### src/logic/tashp_pkg.sv
// ----------------------------------------------------------------------
// constants for the type A transmit edge shaper
// ----------------------------------------------------------------------
package tashp_pkg;
   // register offsets, one byte each
   localparam logic [7:0] TASHP_ADDR_RES_424 = 8'h1C;
   localparam logic [7:0] TASHP_ADDR_KIND_424 = 8'h1D;
   localparam logic [7:0] TASHP_ADDR_STYLE_424 = 8'h1E;
   localparam logic [7:0] TASHP_ADDR_LEN_424 = 8'h1F;
   localparam logic [7:0] TASHP_ADDR_RES_848 = 8'h20;
   localparam logic [7:0] TASHP_ADDR_KIND_848 = 8'h21;
   localparam logic [7:0] TASHP_ADDR_STYLE_848 = 8'h22;
   localparam logic [7:0] TASHP_ADDR_LEN_848 = 8'h23;
   localparam logic [7:0] TASHP_ADDR_STATUS = 8'h30;
   localparam logic [7:0] TASHP_ADDR_FIRST = TASHP_ADDR_RES_424;
   localparam logic [7:0] TASHP_ADDR_LAST = TASHP_ADDR_LEN_848;

   // slot of each setting inside one bit-rate set, and set stride
   localparam logic [2:0] TASHP_SLOT_RES = 3'h0;
   localparam logic [2:0] TASHP_SLOT_KIND = 3'h1;
   localparam logic [2:0] TASHP_SLOT_STYLE = 3'h2;
   localparam logic [2:0] TASHP_SLOT_LEN = 3'h3;
   localparam logic [2:0] TASHP_SET_848_BASE = 3'h4;

   // field positions
   localparam int TASHP_KIND_FALL_LSB = 4;
   localparam int TASHP_KIND_RISE_LSB = 0;
   localparam int TASHP_STYLE_FALL_LSB = 4;
   localparam int TASHP_STYLE_RISE_LSB = 0;
   localparam int TASHP_LEN_DOUBLE_BIT = 7;
   localparam int TASHP_LEN_COUNT_MSB = 4;

   // edge kind codes
   localparam logic [3:0] TASHP_KIND_LIN1 = 4'h1;
   localparam logic [3:0] TASHP_KIND_LIN2 = 4'h2;
   localparam logic [3:0] TASHP_KIND_LIN3 = 4'h3;
   localparam logic [3:0] TASHP_KIND_LUT_FIX = 4'h4;
   localparam logic [3:0] TASHP_KIND_LUT_CORR = 4'h5;
   localparam logic [3:0] TASHP_KIND_LUT_NOCORR = 4'h6;

   // levels and reset values
   localparam logic [7:0] TASHP_FULL_AMPL = 8'hFF;
   localparam logic [7:0] TASHP_CFG_RESET = 8'h00;
   localparam logic [8:0] TASHP_FRAC_ONE = 9'h100;

   // four monotonic edge tables, eight points each, 0xFF near full swing
   localparam logic [7:0] TASHP_LUT [4][8] = '{
      '{8'h08, 8'h20, 8'h48, 8'h80, 8'hB8, 8'hE0, 8'hF8, 8'hFF},
      '{8'h20, 8'h40, 8'h60, 8'h80, 8'hA0, 8'hC0, 8'hE0, 8'hFF},
      '{8'h40, 8'h70, 8'h98, 8'hB8, 8'hD0, 8'hE4, 8'hF4, 8'hFF},
      '{8'h04, 8'h0C, 8'h1C, 8'h34, 8'h58, 8'h88, 8'hC0, 8'hFF}};

   typedef enum logic [1:0] {TASHP_CARRIER, TASHP_FALL, TASHP_MOD, TASHP_RISE} tashp_phase_e;
endpackage

### src/logic/tashp_shaper.sv
// The plain strobed port was left to the implementer.
`timescale 1ns/1ps
module tashp_shaper
   import tashp_pkg::*;
(
   // clock and reset
   input wire logic core_clk,
   input wire logic rst_n,
   // register port
   input wire logic [7:0] addr,
   input wire logic [7:0] wr_data,
   input wire logic wr_en,
   input wire logic rd_en,
   output logic [7:0] rd_data,
   // modulation control
   input wire logic carrier_tick,
   input wire logic mod_req,
   input wire logic rate_848,
   input wire logic [7:0] pa_supply_voltage,
   // transmitter drive
   output logic [7:0] tx_amplitude,
   output logic [1:0] tx_phase
);

   // ----------------------------------------------------------------------
   // state
   // ----------------------------------------------------------------------
   typedef struct packed {
      logic [7:0][7:0] cfg;
      tashp_phase_e phase;
      logic [4:0] idx;
      logic half;
      logic [2:0] hold;
      logic set848;
      logic [7:0] amp;
      logic [7:0] rd;
   } tashp_state_s;

   tashp_state_s s_q;
   tashp_state_s s_d;

   // ----------------------------------------------------------------------
   // parameter set selection
   // ----------------------------------------------------------------------
   logic sel848;
   logic [2:0] base;
   logic [7:0] res_a;
   logic [3:0] kind_f;
   logic [3:0] kind_r;
   logic [2:0] style_f;
   logic [2:0] style_r;
   logic dbl;
   logic [4:0] nstates;

   // the set follows the live rate only while idle; an edge keeps its set
   assign sel848 = (s_q.phase == TASHP_CARRIER) ? rate_848 : s_q.set848;
   assign base = sel848 ? TASHP_SET_848_BASE : 3'h0;
   assign res_a = s_q.cfg[base + TASHP_SLOT_RES];
   assign kind_f = s_q.cfg[base + TASHP_SLOT_KIND][TASHP_KIND_FALL_LSB +: 4];
   assign kind_r = s_q.cfg[base + TASHP_SLOT_KIND][TASHP_KIND_RISE_LSB +: 4];
   assign style_f = s_q.cfg[base + TASHP_SLOT_STYLE][TASHP_STYLE_FALL_LSB +: 3];
   assign style_r = s_q.cfg[base + TASHP_SLOT_STYLE][TASHP_STYLE_RISE_LSB +: 3];
   assign dbl = s_q.cfg[base + TASHP_SLOT_LEN][TASHP_LEN_DOUBLE_BIT];
   assign nstates = s_q.cfg[base + TASHP_SLOT_LEN][TASHP_LEN_COUNT_MSB:0];

   // ----------------------------------------------------------------------
   // edge shape arithmetic
   // ----------------------------------------------------------------------
   logic falling;
   logic [3:0] kind_c;
   logic [2:0] style_c;
   logic fw_f;
   logic fw_r;
   logic ok_f;
   logic ok_r;
   logic [13:0] num;
   logic [13:0] quot;
   logic [8:0] lin;
   logic [8:0] lut_v;
   logic [16:0] scaled;
   logic [8:0] frac;
   logic [7:0] delta;
   logic [16:0] prod;
   logic [7:0] swing;
   logic [7:0] shaped;
   logic [7:0] kept;

   assign falling = (s_q.phase == TASHP_FALL);
   assign kind_c = falling ? kind_f : kind_r;
   assign style_c = falling ? style_f : style_r;
   assign fw_f = (kind_f >= TASHP_KIND_LIN1) && (kind_f <= TASHP_KIND_LIN3);
   assign fw_r = (kind_r >= TASHP_KIND_LIN1) && (kind_r <= TASHP_KIND_LIN3);
   // reserved codes and a zero state count fall back to a hard edge
   assign ok_f = (kind_f >= TASHP_KIND_LIN1) && (kind_f <= TASHP_KIND_LUT_NOCORR) && (nstates != 5'h00);
   assign ok_r = (kind_r >= TASHP_KIND_LIN1) && (kind_r <= TASHP_KIND_LUT_NOCORR) && (nstates != 5'h00);

   // linear progress after state idx, in 1/256 of the swing
   assign num = {1'b0, ({1'b0, s_q.idx} + 6'h01), 7'h00} << 1;
   assign quot = (nstates == 5'h00) ? 14'h0100 : num / {9'h000, nstates};
   assign lin = (quot >= 14'h0100) ? TASHP_FRAC_ONE : quot[8:0];
   // table point, the last state always lands on the full swing
   assign lut_v = (lin == TASHP_FRAC_ONE) ? TASHP_FRAC_ONE : {1'b0, TASHP_LUT[style_c[1:0]][lin[7:5]]};
   // supply scaling for the adaptive table kinds
   assign scaled = lut_v * {9'h000, pa_supply_voltage};

   // progress to fraction per kind
   always_comb begin
      case (kind_c)
         TASHP_KIND_LIN1: frac = lin;
         TASHP_KIND_LIN2: begin
            if (lin < 9'h080) begin
               frac = lin + {1'b0, lin[8:1]};
            end else begin
               frac = 9'h080 + {1'b0, lin[8:1]};
            end
         end
         TASHP_KIND_LIN3: begin
            if (lin < 9'h040) begin
               frac = {lin[7:0], 1'b0};
            end else if (lin < 9'h0C0) begin
               frac = 9'h080 + {1'b0, lin[8:1]} - 9'h020;
            end else begin
               frac = lin;
            end
         end
         TASHP_KIND_LUT_FIX: frac = lut_v;
         TASHP_KIND_LUT_CORR: frac = scaled[16:8];
         TASHP_KIND_LUT_NOCORR: frac = scaled[16:8];
         default: frac = TASHP_FRAC_ONE;
      endcase
   end

   // scale the swing between full carrier and the residual level
   assign delta = TASHP_FULL_AMPL - res_a;
   assign prod = {8'h00, frac} * {9'h000, delta};
   assign swing = (prod[16:8] > {1'b0, delta}) ? delta : prod[15:8];
   assign shaped = falling ? (TASHP_FULL_AMPL - swing) : (res_a + swing);
   // uncorrected edges start where the last one stopped, so they must never turn back
   assign kept = falling ? ((shaped < s_q.amp) ? shaped : s_q.amp)
                         : ((shaped > s_q.amp) ? shaped : s_q.amp);

   // ----------------------------------------------------------------------
   // next state: register port and edge sequencer
   // ----------------------------------------------------------------------
   logic [7:0] woff;
   logic [7:0] roff;
   logic edge_end;

   assign woff = addr - TASHP_ADDR_FIRST;
   assign roff = addr - TASHP_ADDR_FIRST;
   // last state of the edge expires on this tick
   assign edge_end = carrier_tick && (!dbl || s_q.half) && (s_q.hold == 3'h0) && (s_q.idx == nstates - 5'h01);

   always_comb begin
      s_d = s_q;
      // read data stand one cycle, zero for unmapped offsets
      s_d.rd = 8'h00;
      if (rd_en) begin
         if ((addr >= TASHP_ADDR_FIRST) && (addr <= TASHP_ADDR_LAST)) begin
            s_d.rd = s_q.cfg[roff[2:0]];
         end else if (addr == TASHP_ADDR_STATUS) begin
            s_d.rd = {s_q.phase, s_q.set848, s_q.idx};
         end
      end
      // reserved bits are stored as written
      if (wr_en && (addr >= TASHP_ADDR_FIRST) && (addr <= TASHP_ADDR_LAST)) begin
         s_d.cfg[woff[2:0]] = wr_data;
      end
      case (s_q.phase)
         TASHP_CARRIER: begin
            if (kind_r != TASHP_KIND_LUT_NOCORR) begin
               s_d.amp = TASHP_FULL_AMPL;
            end
            if (mod_req) begin
               s_d.set848 = rate_848;
               s_d.idx = 5'h00;
               s_d.half = 1'b0;
               s_d.hold = fw_f ? style_f : 3'h0;
               s_d.phase = ok_f ? TASHP_FALL : TASHP_MOD;
            end
         end
         TASHP_MOD: begin
            // uncorrected table edges keep the level they ended on
            if (kind_f != TASHP_KIND_LUT_NOCORR) begin
               s_d.amp = res_a;
            end
            if (!mod_req) begin
               s_d.idx = 5'h00;
               s_d.half = 1'b0;
               s_d.hold = fw_r ? style_r : 3'h0;
               s_d.phase = ok_r ? TASHP_RISE : TASHP_CARRIER;
            end
         end
         TASHP_FALL, TASHP_RISE: begin
            // time constant states hold the start level before the ramp
            if (s_q.hold != 3'h0) begin
               s_d.amp = falling ? TASHP_FULL_AMPL : res_a;
            end else if (kind_c == TASHP_KIND_LUT_NOCORR) begin
               s_d.amp = kept;
            end else begin
               s_d.amp = shaped;
            end
            if (carrier_tick) begin
               if (dbl && !s_q.half) begin
                  s_d.half = 1'b1;
               end else begin
                  s_d.half = 1'b0;
                  if (s_q.hold != 3'h0) begin
                     s_d.hold = s_q.hold - 3'h1;
                  end else if (edge_end) begin
                     s_d.idx = 5'h00;
                     s_d.phase = falling ? TASHP_MOD : TASHP_CARRIER;
                  end else begin
                     s_d.idx = s_q.idx + 5'h01;
                  end
               end
            end
         end
         default: s_d.phase = TASHP_CARRIER;
      endcase
   end

   // ----------------------------------------------------------------------
   // state register
   // ----------------------------------------------------------------------
   // synchronous reset: full carrier, all settings zero
   always_ff @(posedge core_clk) begin
      if (!rst_n) begin
         s_q.cfg <= {8{TASHP_CFG_RESET}};
         s_q.phase <= TASHP_CARRIER;
         s_q.idx <= 5'h00;
         s_q.half <= 1'b0;
         s_q.hold <= 3'h0;
         s_q.set848 <= 1'b0;
         s_q.amp <= TASHP_FULL_AMPL;
         s_q.rd <= 8'h00;
      end else begin
         s_q <= s_d;
      end
   end

   assign rd_data = s_q.rd;
   assign tx_amplitude = s_q.amp;
   assign tx_phase = s_q.phase;

   // ----------------------------------------------------------------------
   // checks
   // ----------------------------------------------------------------------
   a_fall_monotonic:
   assert property (@(posedge core_clk) disable iff (!rst_n)
      (s_q.phase == TASHP_FALL && $past(s_q.phase) == TASHP_FALL) |-> s_q.amp <= $past(s_q.amp))
      else $error("falling edge amplitude rose");

   a_mod_level:
   assert property (@(posedge core_clk) disable iff (!rst_n)
      (s_q.phase == TASHP_MOD && kind_f != TASHP_KIND_LUT_NOCORR && !wr_en) |=>
      (s_q.phase != TASHP_MOD || s_q.amp == $past(res_a)))
      else $error("corrected edge did not settle on residual level");

   a_rise_monotonic:
   assert property (@(posedge core_clk) disable iff (!rst_n)
      (s_q.phase == TASHP_RISE && $past(s_q.phase) == TASHP_RISE && !$past(wr_en)) |->
      s_q.amp >= $past(s_q.amp))
      else $error("rising edge amplitude fell");

   a_fall_hold:
   assert property (@(posedge core_clk) disable iff (!rst_n)
      (s_q.phase == TASHP_FALL && s_q.hold != 3'h0) |=> s_q.amp == TASHP_FULL_AMPL)
      else $error("falling time constant state left full carrier");

   a_hold_load:
   assert property (@(posedge core_clk) disable iff (!rst_n)
      (s_q.phase == TASHP_MOD && !mod_req && ok_r && !wr_en) |=>
      (s_q.phase == TASHP_RISE && s_q.hold == (fw_r ? style_r : 3'h0)))
      else $error("rising time constant not loaded");

   a_double_state:
   assert property (@(posedge core_clk) disable iff (!rst_n)
      (s_q.phase == TASHP_FALL && carrier_tick && dbl && !s_q.half && !wr_en) |=>
      (s_q.half && $stable(s_q.idx) && $stable(s_q.hold)))
      else $error("doubled state advanced after one carrier cycle");

   a_state_count:
   assert property (@(posedge core_clk) disable iff (!rst_n)
      (s_q.phase == TASHP_FALL || s_q.phase == TASHP_RISE) && !$past(wr_en) |-> s_q.idx < nstates)
      else $error("state index beyond active state count");

   a_set_stable:
   assert property (@(posedge core_clk) disable iff (!rst_n)
      (s_q.phase != TASHP_CARRIER && $past(s_q.phase) != TASHP_CARRIER) |-> $stable(s_q.set848))
      else $error("bit-rate set changed during modulation");

   a_idle_full:
   assert property (@(posedge core_clk) disable iff (!rst_n)
      (s_q.phase == TASHP_CARRIER && kind_r != TASHP_KIND_LUT_NOCORR && !mod_req) |=>
      s_q.amp == TASHP_FULL_AMPL)
      else $error("idle carrier not at full amplitude");

   a_hard_fall:
   assert property (@(posedge core_clk) disable iff (!rst_n)
      (s_q.phase == TASHP_CARRIER && mod_req && !ok_f) |=> s_q.phase == TASHP_MOD)
      else $error("reserved falling kind did not give a hard edge");

   a_fall_lands:
   assert property (@(posedge core_clk) disable iff (!rst_n)
      (s_q.phase == TASHP_FALL && edge_end && fw_f) |=> s_q.amp == $past(res_a))
      else $error("linear falling edge missed the residual level");

   a_rise_lands:
   assert property (@(posedge core_clk) disable iff (!rst_n)
      (s_q.phase == TASHP_RISE && edge_end && fw_r) |=> s_q.amp == TASHP_FULL_AMPL)
      else $error("linear rising edge missed full carrier");

   a_rise_hold:
   assert property (@(posedge core_clk) disable iff (!rst_n)
      (s_q.phase == TASHP_RISE && s_q.hold != 3'h0) |=> s_q.amp == $past(res_a))
      else $error("rising time constant state left residual level");

   a_rise_double:
   assert property (@(posedge core_clk) disable iff (!rst_n)
      (s_q.phase == TASHP_RISE && carrier_tick && dbl && !s_q.half && !wr_en) |=>
      (s_q.half && $stable(s_q.idx) && $stable(s_q.hold)))
      else $error("doubled rising state advanced after one carrier cycle");

   a_edge_close:
   assert property (@(posedge core_clk) disable iff (!rst_n)
      (s_q.phase == TASHP_FALL && edge_end) |=> s_q.phase == TASHP_MOD)
      else $error("falling edge outlived its state count");

   a_rate_latch:
   assert property (@(posedge core_clk) disable iff (!rst_n)
      (s_q.phase == TASHP_CARRIER && mod_req) |=> s_q.set848 == $past(rate_848))
      else $error("bit-rate set not taken at edge start");

endmodule // tashp_shaper

### config.mk
export PLATFORM = sky130hd
export DESIGN_NAME = tashp_shaper
export DESIGN_NICKNAME = d
export VERILOG_FILES = /design/src/logic/tashp_pkg.sv /design/src/logic/tashp_shaper.sv
export SDC_FILE = /design/constraint.sdc
export NUM_CORES = 1
export LEC_CHECK = 0
export ABC_AREA = 1
export BUFFER_PORTS_ARGS = -buffer_cell sky130_fd_sc_hd__buf_2
export CAP_MARGIN = 5
export CORE_MARGIN = 1.5
export CORE_UTILIZATION = 30
export DETAILED_ROUTE_END_ITERATION = 7
export HOLD_SLACK_MARGIN = 0.02
export SETUP_SLACK_MARGIN = 0.1
export SYNTH_ARGS = -nofsm -noshare
export SYNTH_HDL_FRONTEND = slang
export SYNTH_SLANG_ARGS = --single-unit
### constraint.sdc
create_clock -name core_clk -period 37.1 [get_ports core_clk]
set_input_delay 0 -clock core_clk [delete_from_list [all_inputs] [get_ports core_clk]]
set_output_delay 0 -clock core_clk [all_outputs]
set_load 0.02 [all_outputs]
==> reports/qor.txt <==
Status = finished clean
Storage element area = 0.00185 mm²
CTS Sinks = 92
Min-delay src = rate_848
Fin. Hold Viols = 0
Global Route Usage Sum = 16.9%
Worst Setup End Kind = flip-flop
Worst slew margin = 28.1%
Top cell by count, worst path = nand2_1
Worst Skew = 0.0161 ns
WS Path Type = reg2reg
I/O pin cnt = 49
Die W = 230 µm
Ant. Diodes = 0
Crit path capture = tx_amplitude[4]$_SDFFE_PN1P_
Die ar. = 0.0531 mm²
Worst Path Required = 37.35 ns
Syn Nets = 2704
Ys Warns = 0
Syn Inst Count = 2419
Multi-input gate area = 0.0118 mm²
Initial antenna violation count = 0
Slowest CP cell = fa_1
FP Rows = 83
Setup TNS = 0 ns
Largest stage delay on the critical path = 0.54 ns
Arrival @ worst endpoint = 34.05 ns
Placer Congestion = 0.920
DRT antenna net count = 0
F_max = 29.6 MHz
Primary FF master, synth = dfxtp_1
CTS Buffer Depth = 2
Distinct cell type count of the synthesized netlist = 68
RSZ-0062 raised after global routing = false
WL final = 45.2 mm
Skew-Pair Late Insertion Delay = 0.36 ns
Layout net count = 2732
Syn Std Cell Area = 0.0155 mm²
Worst Hold Depth = 3
Vias per cell = 4.89
Die height = 230 µm
CTS Buf Count = 9
Buffers on Ports = 48
Worst setup SP type = flip-flop
Max Cap Viol = 0
Hpwl dp = 36.1 mm
Post-synth EDFFs = 0
Final setup fails = 0
First-pass GRT wire length = 74.3 mm
Pre-antenna DRT Iters = 5
CTS tree = done
Largest net degree at the start of global routing = 74
FF+latch count, synth = 92
Synthesis-to-layout area growth = 9.52%
Slew Limit Fails = 0
R2r worst-path depth = 223
Drt wl/cell = 14.4 µm
Vias in the first global route = 14600
Via count = 15300
Remaining DRCs = 0
Async set or reset register ratio after synthesis = 0%
Core ar. = 0.0512 mm²
Worst Setup SP = tx_phase[1]$_SDFFE_PN0P_
HP Class = in2reg
Slew @ Worst Pin = 1.07 ns
# fillers = 5677
Final critical-path required period = 33.80 ns
H-tree Lvls = 3
Clock transition at path regs = 0.08 ns
Critical R2R Launch = tx_phase[1]$_SDFFE_PN0P_
Mean Syn Cell Area = 6.42 µm²
Crit share post-route = 91.1%
Clock root cell = clkbuf_16
R2r endpoint = tx_amplitude[4]$_SDFFE_PN1P_
Sequential area share after synthesis = 11.9%
DR iter-0 viols = 971
Share of layout cells above drive strength 1 = 10.2%
Total congestion overflow = 0
Maximum fanout along the worst path = 23
Flop2flop setup slack = 3.30 ns
Starting density of the core = 30.3%
==> state kept, by name, summed over array words and instances (netlist names) <==
signal        flops
tx_amplitude      8
s_q              74
rd_data           8
tx_phase          2
==> cells in the mapped netlist (all sizes together), types with 2 or more instances <==
cell type | count | share of area (%)
nand2 | 513 | 13
inv | 433 | 11
nor2 | 270 | 7.0
o21ai | 242 | 7.9
a21oi | 190 | 6.2
ha | 170 | 14
nand3 | 128 | 5.2
dfxtp | 92 | 12
fa | 84 | 11
nand4 | 38 | 1.6
xor2 | 37 | 2.1
clkbuf | 32 | 0.77
buf | 29 | 1.5
or2 | 21 | 0.85
xnor2 | 21 | 1.2
nor3 | 19 | 0.64
o211ai | 12 | 0.58
o21bai | 11 | 0.56
clkinv | 8 | 0.23
a211oi | 7 | 0.34
a221oi | 6 | 0.34
and2 | 6 | 0.24
o2111ai | 5 | 0.28
o31ai | 5 | 0.24
a21o | 4 | 0.19
nand3b | 4 | 0.19
a31oi | 3 | 0.12
a41oi | 3 | 0.17
o22ai | 3 | 0.12
a21boi | 2 | 0.097
nor4 | 2 | 0.081
o21a | 2 | 0.097
o32ai | 2 | 0.11
==> layout make-up <==
type | count | area share [%]
Clock buffer | 9 | 1.32
Timing Repair Buffer | 78 | 3.05
Clock inverter | 7 | 0.390
Multi-Input combinational cell | 1825 | 69.6
Inverter | 441 | 9.80
Sequential cell | 92 | 10.9
Tap cell | 680 | 5.01
==> cell families after synthesis <==
family | share of synthesized area (%)
xor gates and xnor gates | 3.27
adders and majority gates | 24.5
DFF | 11.9
and+or+nand+nor | 29.3
buffers and inverters | 13.0
AOI/OAI and AO/OA | 17.9
muxes | 0.0645
==> critical path, delay by kind of cell (launching register included) <==
family	cells	cell delay (ns)
flops	1	0.38
buf+inv	39	3.34
xor+xnor	1	0.17
simple gates	103	10.95
fa+ha+maj	28	10.08
compound gates	52	8.67
==> metal layers <==
| metal | GRT usage (%) | up-vias | part of all wire (%) |
|---|---|---|---|
| met1 | 23.2 | 7055 | 47 |
| met3 | 1.00 | 42 | 4.0 |
| met4 | 3.13 | 0 | 1.3 |
| met2 | 29.1 | 363 | 47 |
| li1 | - | 7864 | - |
| met5 | 0 | - | 0 |
==> placed cells by master, fill, tap and decap left out, drive strengths merged, types with 73 or more instances in the layout <==
| cell | synthesis | layout |
|---|---|---|
| nor2 | 270 | 270 |
| ha | 170 | 170 |
| a21oi | 190 | 190 |
| buf | 29 | 73 |
| fa | 84 | 84 |
| inv | 433 | 437 |
| nand3 | 128 | 128 |
| dfxtp | 92 | 92 |
| nand2 | 513 | 514 |
| o21ai | 242 | 242 |
==> per-stage QoR <==
step / util, % / hold WS [ns] / cell area, µm² / worst slack [ns] / instances
3_5_place_dp: 31.9 / 0.372 / 16300 / 1.14 / 3096
5_1_grt: 33.2 / 0.0671 / 17000 / 0.0358 / 3132
3_3_place_gp: 31.9 / 0.371 / 16300 / 1.97 / 3096
2_1_floorplan: - / 0.135 / 15500 / 5.25 / 2419
4_1_cts: 32.6 / 0.0362 / 16700 / 0.997 / 3116
6_report: 33.2 / 0.0455 / 17000 / 3.30 / 3132
==> how the worst min path moves through the flow <==
stage	end	slack (ns)
after CTS	s_q[16]$_SDFFE_PN0P_	0.04
after global routing	s_q[20]$_SDFFE_PN0P_	0.07
final	s_q[16]$_SDFFE_PN0P_	0.05
after detailed placement	s_q[59]$_SDFFE_PN0P_	0.37
after floorplan	s_q[84]$_SDFFE_PN0P_	0.13
after global placement	s_q[59]$_SDFFE_PN0P_	0.37
==> what timing repair did <==
item / in CTS / in global routing
setup buffers: 0 / 14
hold buffers: 4 / 0
endpoints found under the hold margin: 5 / 0
gates resized for setup: 0 / 53
setup endpoints to repair: 0 / 8
Power is not shown: default switching activity piles up to over one toggle a cycle in this logic, so the estimate is an artifact.
